$ cat config.mk
export PLATFORM = sky130hd
export DESIGN_NAME = rxsr_regs
export DESIGN_NICKNAME = d
export VERILOG_FILES = /design/src/rtl/rxsr_pkg.sv /design/src/rtl/rxsr_regs.sv
export SDC_FILE = /design/constraint.sdc
export NUM_CORES = 1
export LEC_CHECK = 0
export ABC_AREA = 1
export BUFFER_PORTS_ARGS = -buffer_cell sky130_fd_sc_hd__buf_2
export CORE_MARGIN = 5
export CORE_UTILIZATION = 45
export DETAILED_ROUTE_END_ITERATION = 8
export PLACE_DENSITY_LB_ADDON = 0.25
export SYNTH_ARGS = -nofsm -noshare
export SYNTH_HDL_FRONTEND = slang
export SYNTH_SLANG_ARGS = --single-unit
export TNS_END_PERCENT = 50
$ cat constraint.sdc
create_clock -name mclk -period 1.72 [get_ports mclk]
set_clock_uncertainty 0.2 [all_clocks]
set_input_delay 0.172 -clock mclk [delete_from_list [all_inputs] [get_ports mclk]]
set_output_delay 0.172 -clock mclk [all_outputs]
set_load 0.05 [all_outputs]
$ cat src/rtl/rxsr_pkg.sv
package rxsr_pkg;

  // Bus shape
  localparam int          LANES       = 8;
  localparam int          ADDR_W      = 8;
  localparam int          DATA_W      = 32;
  localparam int          NIB_W       = 4;

  // Register offsets (byte addresses, one word each)
  localparam logic [7:0]  OFS_MBLOCK  = 8'h00;
  localparam logic [7:0]  OFS_SYSREF  = 8'h04;
  localparam logic [7:0]  OFS_LOCK    = 8'h08;
  localparam logic [7:0]  OFS_ERR     = 8'h0C;
  localparam logic [7:0]  OFS_DEBUG   = 8'h10;

  // Field positions
  localparam int          THR_LSB     = 0;
  localparam int          THR_W       = 3;
  localparam int          DLY_LSB     = 16;
  localparam int          DLY_W       = 4;
  localparam int          RESYNC_BIT  = 1;
  localparam int          ALWAYS_BIT  = 0;
  localparam int          MBA_LSB     = 16;
  localparam int          SHA_LSB     = 0;
  localparam int          ERR_UCHAR   = 2;
  localparam int          ERR_DISP    = 1;
  localparam int          ERR_NIT     = 0;
  localparam int          DBG_SOD     = 3;
  localparam int          DBG_ILA     = 2;
  localparam int          DBG_CGS     = 1;
  localparam int          DBG_K28     = 0;

  // Reset values
  localparam logic [2:0]  THR_RST     = 3'h0;
  localparam logic [3:0]  DLY_RST     = 4'h0;
  localparam logic        RESYNC_RST  = 1'b0;
  localparam logic        ALWAYS_RST  = 1'b0;

  // Timing-reference delay settings 0 to 15; the line has one stage fewer, one per core clock
  localparam int          DLY_MAX     = 16;

  typedef struct packed {
    logic              wr;
    logic              rd;
    logic [ADDR_W-1:0] addr;
    logic [DATA_W-1:0] wdata;
  } rxsr_reg_req_type;

  typedef struct packed {
    logic [2:0] err;
    logic       sod;
    logic       ila;
    logic       cgs;
    logic       k28;
    logic       mb_al;
    logic       sh_al;
  } rxsr_lane_stat_type;

  typedef enum logic [1:0] {
    LINK_RUN  = 2'b00,
    LINK_HALT = 2'b01,
    LINK_WAIT = 2'b11
  } rxsr_link_state_type;

endpackage : rxsr_pkg

$ cat src/rtl/rxsr_regs.sv
`timescale 1ns/100ps
// Overview of operation
// - Lock gain/loss marker count equals the 3-bit threshold field plus one.
// - Timing-reference alignment is delayed 0 to 15 core cycles by a 4-bit field.
// - With resync-needs-reference set, link stays halted after resync until realigned.
// - With resync-needs-reference clear, link restarts after resync without waiting.
// - With align-always set, every timing-reference event realigns the local counter.
// - With align-always clear, only the first event after reset, or the next one in a resync wait, aligns; others ignored.
// - One multi-block-aligned flag per lane in bits 23:16, live.
// - One sync-header-aligned flag per lane in bits 7:0, live.
// - Eight 4-bit lane error nibbles in one word, lane 0 lowest.
// - Error nibble: bit 2 control char, bit 1 disparity, bit 0 invalid code, bit 3 zero.
// - Each error bit sets on any error of its type on an active lane and holds until read.
// - Reading the lane error word clears all its bits except errors arriving in that cycle.
// - Eight 4-bit debug nibbles laid out like lane 0, lane 7 on top.
// - Debug bit 3 is start of user data seen, bit 2 start of alignment sequence.
// - Debug bit 1 is code group sync, bit 0 receiving alignment characters.
// - Debug bits 3:2 latch; clear on read or reset; re-set at once if active.
// - Debug bits 1:0 show live lane condition without latching.
module rxsr_regs #(
  parameter int NUM_LANES = rxsr_pkg::LANES
) (
  // Clock and reset
  input  wire logic                                       mclk,
  input  wire logic                                       rst,
  // Register port
  input  wire rxsr_pkg::rxsr_reg_req_type                 reg_req,
  output logic [rxsr_pkg::DATA_W-1:0]                     rd_data,
  output logic                                            rd_valid,
  // Lane status from the datapath
  input  wire rxsr_pkg::rxsr_lane_stat_type [rxsr_pkg::LANES-1:0] lane_stat,
  input  wire logic [rxsr_pkg::LANES-1:0]                 lane_en,
  // Timing reference and resync
  input  wire logic                                       sysref_pin,
  input  wire logic                                       resync_req,
  // Controls to the datapath
  output logic [rxsr_pkg::THR_W:0]                        block_lock_count_limit,
  output logic                                            lmfc_align,
  output logic                                            link_run
);

  localparam logic [rxsr_pkg::LANES-1:0] BUILT_MASK =
    {rxsr_pkg::LANES{1'b1}} >> (rxsr_pkg::LANES - NUM_LANES);

  logic [rxsr_pkg::THR_W-1:0]         thr_r;
  logic [rxsr_pkg::DLY_W-1:0]         dly_r;
  logic                               need_sref_r;
  logic                               always_r;
  logic [2:0]                         sref_sync_r;
  logic                               sref_edge;
  logic [rxsr_pkg::DLY_MAX-2:0]       hist_r;
  logic                               sref_delayed;
  logic                               aligned_once_r;
  logic                               accept;
  rxsr_pkg::rxsr_link_state_type      state_r;
  rxsr_pkg::rxsr_link_state_type      state_nxt;
  logic [rxsr_pkg::LANES-1:0]         active;
  logic [rxsr_pkg::DATA_W-1:0]        err_r;
  logic [rxsr_pkg::DATA_W-1:0]        err_set;
  logic [rxsr_pkg::LANES-1:0]         sod_r;
  logic [rxsr_pkg::LANES-1:0]         ila_r;
  logic [rxsr_pkg::DATA_W-1:0]        lock_word;
  logic [rxsr_pkg::DATA_W-1:0]        dbg_word;
  logic [rxsr_pkg::DATA_W-1:0]        rd_data_nxt;
  logic                               wr_hit_thr;
  logic                               wr_hit_sref;
  logic                               rd_err;
  logic                               rd_dbg;

  assign active      = lane_en & BUILT_MASK;
  assign wr_hit_thr  = reg_req.wr && (reg_req.addr == rxsr_pkg::OFS_MBLOCK);
  assign wr_hit_sref = reg_req.wr && (reg_req.addr == rxsr_pkg::OFS_SYSREF);
  assign rd_err      = reg_req.rd && (reg_req.addr == rxsr_pkg::OFS_ERR);
  assign rd_dbg      = reg_req.rd && (reg_req.addr == rxsr_pkg::OFS_DEBUG);

  // Control registers
  always_ff @(posedge mclk) begin
    if (rst) begin
      thr_r <= rxsr_pkg::THR_RST;
    end else if (wr_hit_thr) begin
      thr_r <= reg_req.wdata[rxsr_pkg::THR_LSB +: rxsr_pkg::THR_W];
    end
  end

  always_ff @(posedge mclk) begin
    if (rst) begin
      dly_r       <= rxsr_pkg::DLY_RST;
      need_sref_r <= rxsr_pkg::RESYNC_RST;
      always_r    <= rxsr_pkg::ALWAYS_RST;
    end else if (wr_hit_sref) begin
      dly_r       <= reg_req.wdata[rxsr_pkg::DLY_LSB +: rxsr_pkg::DLY_W];
      need_sref_r <= reg_req.wdata[rxsr_pkg::RESYNC_BIT];
      always_r    <= reg_req.wdata[rxsr_pkg::ALWAYS_BIT];
    end
  end

  // Marker count is one more than the field, so zero still needs one marker
  assign block_lock_count_limit = {1'b0, thr_r} + 4'h1;

  // Pin crosses two flops; edge detect looks only past the second
  always_ff @(posedge mclk) begin
    if (rst) begin
      sref_sync_r <= 3'h0;
    end else begin
      sref_sync_r <= {sref_sync_r[1:0], sysref_pin};
    end
  end
  assign sref_edge = sref_sync_r[1] && !sref_sync_r[2];

  // Delay line; a tap per cycle of retard
  always_ff @(posedge mclk) begin
    if (rst) begin
      hist_r <= '0;
    end else begin
      hist_r <= {hist_r[rxsr_pkg::DLY_MAX-3:0], sref_edge};
    end
  end

  always_comb begin
    if (dly_r == 4'h0) begin
      sref_delayed = sref_edge;
    end else begin
      sref_delayed = hist_r[dly_r - 4'h1];
    end
  end

  // An armed resync wait takes the next event even in first-only mode
  assign accept = always_r || !aligned_once_r || (state_r == rxsr_pkg::LINK_WAIT);
  assign lmfc_align = sref_delayed && accept;

  always_ff @(posedge mclk) begin
    if (rst) begin
      aligned_once_r <= 1'b0;
    end else if (lmfc_align) begin
      aligned_once_r <= 1'b1;
    end
  end

  // Link run control around a resync
  always_comb begin
    state_nxt = state_r;
    case (state_r)
      rxsr_pkg::LINK_RUN: begin
        if (resync_req) begin
          state_nxt = rxsr_pkg::LINK_HALT;
        end
      end
      rxsr_pkg::LINK_HALT: begin
        if (resync_req) begin
          state_nxt = rxsr_pkg::LINK_HALT;
        end else if (need_sref_r) begin
          state_nxt = rxsr_pkg::LINK_WAIT;
        end else begin
          state_nxt = rxsr_pkg::LINK_RUN;
        end
      end
      rxsr_pkg::LINK_WAIT: begin
        if (resync_req) begin
          state_nxt = rxsr_pkg::LINK_HALT;
        end else if (lmfc_align) begin
          state_nxt = rxsr_pkg::LINK_RUN;
        end
      end
      default: begin
        state_nxt = rxsr_pkg::LINK_HALT;
      end
    endcase
  end

  always_ff @(posedge mclk) begin
    if (rst) begin
      state_r <= rxsr_pkg::LINK_RUN;
    end else begin
      state_r <= state_nxt;
    end
  end
  assign link_run = (state_r == rxsr_pkg::LINK_RUN);

  // Per-lane packing of status words
  always_comb begin
    lock_word = '0;
    dbg_word  = '0;
    err_set   = '0;
    for (int i = 0; i < rxsr_pkg::LANES; i++) begin
      lock_word[rxsr_pkg::MBA_LSB + i] = lane_stat[i].mb_al && active[i];
      lock_word[rxsr_pkg::SHA_LSB + i] = lane_stat[i].sh_al && active[i];
      err_set[i*rxsr_pkg::NIB_W +: rxsr_pkg::NIB_W] =
        {1'b0, lane_stat[i].err & {3{active[i]}}};
      dbg_word[i*rxsr_pkg::NIB_W + rxsr_pkg::DBG_SOD] = sod_r[i];
      dbg_word[i*rxsr_pkg::NIB_W + rxsr_pkg::DBG_ILA] = ila_r[i];
      dbg_word[i*rxsr_pkg::NIB_W + rxsr_pkg::DBG_CGS] = lane_stat[i].cgs && active[i];
      dbg_word[i*rxsr_pkg::NIB_W + rxsr_pkg::DBG_K28] = lane_stat[i].k28 && active[i];
    end
  end

  // Errors arriving during the clearing read stay set for the next read
  always_ff @(posedge mclk) begin
    if (rst) begin
      err_r <= '0;
    end else if (rd_err) begin
      err_r <= err_set;
    end else begin
      err_r <= err_r | err_set;
    end
  end

  always_ff @(posedge mclk) begin
    if (rst) begin
      sod_r <= '0;
      ila_r <= '0;
    end else if (rd_dbg) begin
      for (int i = 0; i < rxsr_pkg::LANES; i++) begin
        sod_r[i] <= lane_stat[i].sod && active[i];
        ila_r[i] <= lane_stat[i].ila && active[i];
      end
    end else begin
      for (int i = 0; i < rxsr_pkg::LANES; i++) begin
        sod_r[i] <= sod_r[i] || (lane_stat[i].sod && active[i]);
        ila_r[i] <= ila_r[i] || (lane_stat[i].ila && active[i]);
      end
    end
  end

  // Read decode; unmapped offsets read zero
  always_comb begin
    if (reg_req.addr == rxsr_pkg::OFS_MBLOCK) begin
      rd_data_nxt = {29'h0, thr_r};
    end else if (reg_req.addr == rxsr_pkg::OFS_SYSREF) begin
      rd_data_nxt = {12'h0, dly_r, 14'h0, need_sref_r, always_r};
    end else if (reg_req.addr == rxsr_pkg::OFS_LOCK) begin
      rd_data_nxt = lock_word;
    end else if (reg_req.addr == rxsr_pkg::OFS_ERR) begin
      rd_data_nxt = err_r;
    end else if (reg_req.addr == rxsr_pkg::OFS_DEBUG) begin
      rd_data_nxt = dbg_word;
    end else begin
      rd_data_nxt = '0;
    end
  end

  always_ff @(posedge mclk) begin
    if (rst) begin
      rd_data  <= '0;
      rd_valid <= 1'b0;
    end else begin
      rd_valid <= reg_req.rd;
      if (reg_req.rd) begin
        rd_data <= rd_data_nxt;
      end
    end
  end
endmodule : rxsr_regs

# == Word level (Yosys, flattened, before mapping) ==
# Cells that the tools add are included.
# totals
register_bits,111
input_bits,126
out_inout_bits,39
# classes
n_addsub,2
n_lt_le_gt_ge,1
eq_ne,8
mux,17
bitwise,9
n_reduce_logical,79
# ops
op,count
2-to-1 mux 32 bit,5
logical AND 1 bit,54
OR 32 x 31 -> 32 bit,1
2-to-1 mux 31 bit,1
bitwise AND 3 bit,8
logical OR 1 bit,18
"== test 8 x 4 -> 1 bit, second input constant",2
2-to-1 mux 8 bit,2
2-to-1 mux 2 bit,5
"== test 8 x 3 -> 1 bit, second input constant",1
"== test 8 x 5 -> 1 bit, second input constant",1
logical NOT 8 bit,1
case mux 2 bit (3 select lines),1
"less-than comparator 4 x 5 -> 1 bit, second input constant",1
"adder 3 x 1 -> 4 bit, second input constant",1
binary-select mux 1 bit (select 4 bit),1
logical NOT 4 bit,1
"subtractor 4 x 1 -> 4 bit, second input constant",1
"inequality test 3 bit, second input constant",1
"== test 2 x 1 -> 1 bit, second input constant",1
"== test 2 bit, second input constant",1
logical NOT 1 bit,2
logical NOT 2 bit,1
2-to-1 mux 1 bit,2
other kinds (3),3

# == Logic depth before layout (Yosys ltp) ==
# depth
word_depth,8
mapped_depth,12

# == Least setup slack after synthesis ==
# OpenSTA, ideal clock, no wires.
# synth_timing
path_kind,reg-to-output
from,register dly_r[0] in the netlist's numbering
to,output lmfc_align
t_arrival_ps,1650
required_ps,1348
path_slack_ps,-302
stages_incl_launch_ff,11
path_cell_list,dfxtp_1 -> clkinv_1 -> ha_1 -> inv_1 -> nand3_1 -> nand2_1 -> nand2_1 -> nand3_1 -> nand3_1 -> nand2_1 -> inv_1
# synth_between
elab_chain_len,5
word_cells_on_any_way,6
cone_classes,1 x add/sub; 3 x mux; 2 x reduce/logical
# synth_rtl
element,line,text
from (decl),rxsr_regs.sv:46,logic [rxsr_pkg::DLY_W-1:0] dly_r;
from (signal assigned),rxsr_regs.sv:87,dly_r <= rxsr_pkg::DLY_RST;
from (signal assigned),rxsr_regs.sv:91,dly_r <= reg_req.wdata[rxsr_pkg::DLY_LSB +: rxsr_pkg::DLY_W];
subtractor 4 x 1 -> 4 bit,rxsr_regs.sv:123,sref_delayed = hist_r[dly_r - 4'h1];
binary-select mux 1 bit (select 4 bit),rxsr_regs.sv:123,
2-to-1 mux 1 bit (not written as such),rxsr_regs.sv:123,
2-to-1 mux 1 bit (*),rxsr_regs.sv:120,if (dly_r == 4'h0) begin
logical AND 1 bit (*),rxsr_regs.sv:129,assign lmfc_align = sref_delayed && accept;
to (decl),rxsr_regs.sv:38,"output logic lmfc_align,"
# Every way passes the cells marked *; elsewhere a longest branch is shown, timed or not. The select of a mux whose other input is x is not followed.

# == Worst setup path in the final report ==
# Same ends and word-level chain as after synthesis.

==> metrics.txt <==
setup repair after global routing missed its margin true; count of yosys warnings during synthesis 0; TritonCTS clock tree built; vias post-DR 5265; cells along the critical path clkinv_4 -> ha_4 -> inv_4 -> nand3_1 -> nand3_1 -> nand3_1 -> nand3_1 -> nand2_2 -> clkinvlp_4 -> buf_6; number of distinct library cells after synthesis 32; max incr delay on CP 0.38 ns; maximum fanout count along the critical path 6; total number of clock tree sinks 103; antenna-violating nets left 0; static leakage 3.11 nW; detail-routed via count per cell 5.04; final number of setup-violating endpoints 3; Non-Filler Cell Area, Final 6820 um^2; top library cells by usage in the layout, fill and taps aside sky130_fd_sc_hd__nand2_1, sky130_fd_sc_hd__buf_2, sky130_fd_sc_hd__dlygate4sd3_1; transition time at the pin with the least slew margin 0.433 ns; first-pass GRT wire length 25.9 mm; maximum number of pins on one net before global-route repair 64; number of port buffers 139; Gate Count Post-Synth 658; final net count 1035; clock transition at the registers of the reported paths 0.09 ns; top post-synthesis cells by area sky130_fd_sc_hd__dfxtp_1, sky130_fd_sc_hd__nand2_1, sky130_fd_sc_hd__a21oi_1; Final Hold Vio Count 0; fraction of the yosys area taken by sequential cells 45.2%; Post-Route WL 15.3 mm; crit-path leading delay family simple AND/OR/NAND/NOR gates; result of the run finished with violations; number of buffers added by the clock tree synthesis step 9; violations in the final reports negative setup slack; number of iterations in the first detailed-routing pass 5; maximum root-to-sink buffer count 2; highest attainable clock frequency 466 MHz; worst vdd ir 0.420 mV; Die Footprint 12200 um^2; EDFF count, synth 0; Cell Area, Synth 4560 um^2; H-tree depth reported by CTS 3; growth of design area from synthesis to finish 49.7%; vias in the first global route 5375; buffer type at the clock tree root sky130_fd_sc_hd__clkbuf_8; Post-Syn Nets 786; share of the synthesized area in the top cell type 45.2%; Post-Synthesis Mean Instance Area 6.93 um^2; global route total overflow 0; die height 111 um; data arrival time of the worst path 1.77 ns; diodes inserted 0; CP Buf/Inv Count 4; Critical Path Start Type flip-flop; Avg WL per Cell 14.6 um; overall power consumption 4.68 mW; number of remaining DRC errors 0; total of max-cap violations 0; worst path setup slack after routing -0.424 ns; core region area 9820 um^2; FF+latch count, synth 103; prevailing post-synth register cell sky130_fd_sc_hd__dfxtp_1; insertion delay of the later-clocked pin in the worst-skew pair 0.36 ns; total track usage 25.1%; Die W 111 um; capturing element type of the critical path primary output; HPWL after DPL 9.92 mm; starting density of the core 46.4%; headroom to the max-slew limit 71.1%; power density over cell area 686 nW/um^2; first-iteration detailed-routing DRC count 420; antenna violations before repair 0; async set or reset register ratio after synthesis 0%; leading cell type in the layout, fill and taps excluded sky130_fd_sc_hd__nand2_1; cell mode on critical path sky130_fd_sc_hd__nand3_1; number of standard cells in the final layout excluding fillers 1045; Synth area leader sky130_fd_sc_hd__dfxtp_1; fraction of final layout cells sized beyond drive strength 1 24.5%; total count of max-transition violations in the final report 0; minimum clock period after layout 2.14 ns; dpl cell area 5520 um^2; Crit path required time 1.35 ns; site row count 36; # placed instances 923; critical path class flip-flop to primary output; part of the cycle the worst path needs 125%; I/O Pins 165; Critical Path Slowest Stage Cell sky130_fd_sc_hd__dfxtp_4; final weighted congestion of routability-driven global placement 0.869; worst min-delay path class input pin to flip-flop
worst reg2reg max path: stages, from the launching register on:
cell and delay [ns]:
sky130_fd_sc_hd__dfxtp_4 0.38, sky130_fd_sc_hd__clkinv_4 0.05, sky130_fd_sc_hd__ha_4 0.30, sky130_fd_sc_hd__inv_4 0.05
sky130_fd_sc_hd__nand3_1 0.08, sky130_fd_sc_hd__nand3_1 0.07, sky130_fd_sc_hd__nand3_1 0.07, sky130_fd_sc_hd__nand3_1 0.09
sky130_fd_sc_hd__nand2_2 0.10, sky130_fd_sc_hd__buf_4 0.14, sky130_fd_sc_hd__nand2_4 0.05, sky130_fd_sc_hd__a21oi_1 0.11
report_power, final:
group	switching (mW)	internal (mW)	total, mW
clock network	0.866	0.683	1.55
logic	0.306	0.330	0.636
registers	0.0381	2.46	2.50
total	1.21	3.47	4.68
stage by stage:
step	util (%)	TNS, ns	setup WS [ns]	hold WS [ns]
4_1_cts	69.3	-0.860	-0.435	0.00548
5_1_grt	69.5	-0.811	-0.540	0.00854
3_5_place_dp	56.2	-0.268	-0.148	0.187
3_3_place_gp	56.2	-0.109	-0.105	0.182
2_1_floorplan	-	-0.0234	-0.0234	0.0790
6_report	69.5	-0.439	-0.424	0.0292
state kept, by name, summed over array words and instances, names as in the netlist:
signal          count
aligned_once_r      1
err_r              24
always_r            1
sref_sync_r         3
dly_r               4
rd_valid            1
thr_r               3
ila_r               8
sod_r               8
state_r             2
rd_data            32
hist_r             15
need_sref_r         1
per-layer routing:
metal	vias to the layer above	GRT usage, %	share of wire (%)
met2	195	44.1	49
met4	0	7.47	2.1
li1	2600	-	-
met1	2433	31.2	43
met5	-	0	0
met3	37	4.65	5.4
kinds of logic (layout without fill, tap and decap cells):
kind of cell,Yosys count,after routing,synth area share (%)
flops,103,103,45.2
compound gates,105,105,11.9
buf+inv,83,337,7.61
xor+xnor,1,1,0.192
simple gates,364,364,34.5
fa+ha+maj,2,2,0.549
final timing paths:
kind	from	end	slack, ns	depth (start not counted)
worst min register to register	sref_sync_r[0]$_SDFF_PP0_	sref_sync_r[1]$_SDFF_PP0_	0.21	2
worst max register to register	dly_r[0]$_SDFFE_PP0P_	state_r[1]$_SDFFE_PP0P_	-0.01	11
worst max-delay path	dly_r[0]$_SDFFE_PP0P_	lmfc_align	-0.42	10
worst min-delay path	lane_stat[30]	rd_data[13]$_SDFFE_PP0P_	0.03	5
layout make-up:
type / count / area (um^2)
Fill cell: 807 / 3000
Inverter: 51 / 205
Timing Repair Buffer: 270 / 1990
Clock buffer: 10 / 128
Tap cell: 133 / 166
Multi-Input combinational cell: 472 / 2200
Clock inverter: 6 / 67.6
Sequential cell: 103 / 2070
what timing repair did:
item,CTS,global route
hold buffers,106,0
setup endpoints to repair,5,5
resized for setup,6,9
setup buffers,1,1
endpoints found under the hold margin,68,0
pin swaps,1,0
Yosys cell counts (3+ instances only):
| master | number |
|---|---|
| sky130_fd_sc_hd__nand2_2 | 4 |
| sky130_fd_sc_hd__a21oi_1 | 86 |
| sky130_fd_sc_hd__a22o_1 | 3 |
| sky130_fd_sc_hd__nor2_1 | 34 |
| sky130_fd_sc_hd__nand4_1 | 3 |
| sky130_fd_sc_hd__clkbuf_1 | 18 |
| sky130_fd_sc_hd__buf_1 | 5 |
| sky130_fd_sc_hd__nand3_1 | 56 |
| sky130_fd_sc_hd__inv_1 | 45 |
| sky130_fd_sc_hd__buf_6 | 3 |
| sky130_fd_sc_hd__inv_2 | 4 |
| sky130_fd_sc_hd__buf_2 | 5 |
| sky130_fd_sc_hd__nand2_1 | 238 |
| sky130_fd_sc_hd__dfxtp_1 | 103 |
| sky130_fd_sc_hd__nor2_2 | 6 |
| sky130_fd_sc_hd__nor3_1 | 9 |
| sky130_fd_sc_hd__nor2_4 | 4 |
| sky130_fd_sc_hd__o21ai_0 | 14 |
(Power assumes the default switching activity.)
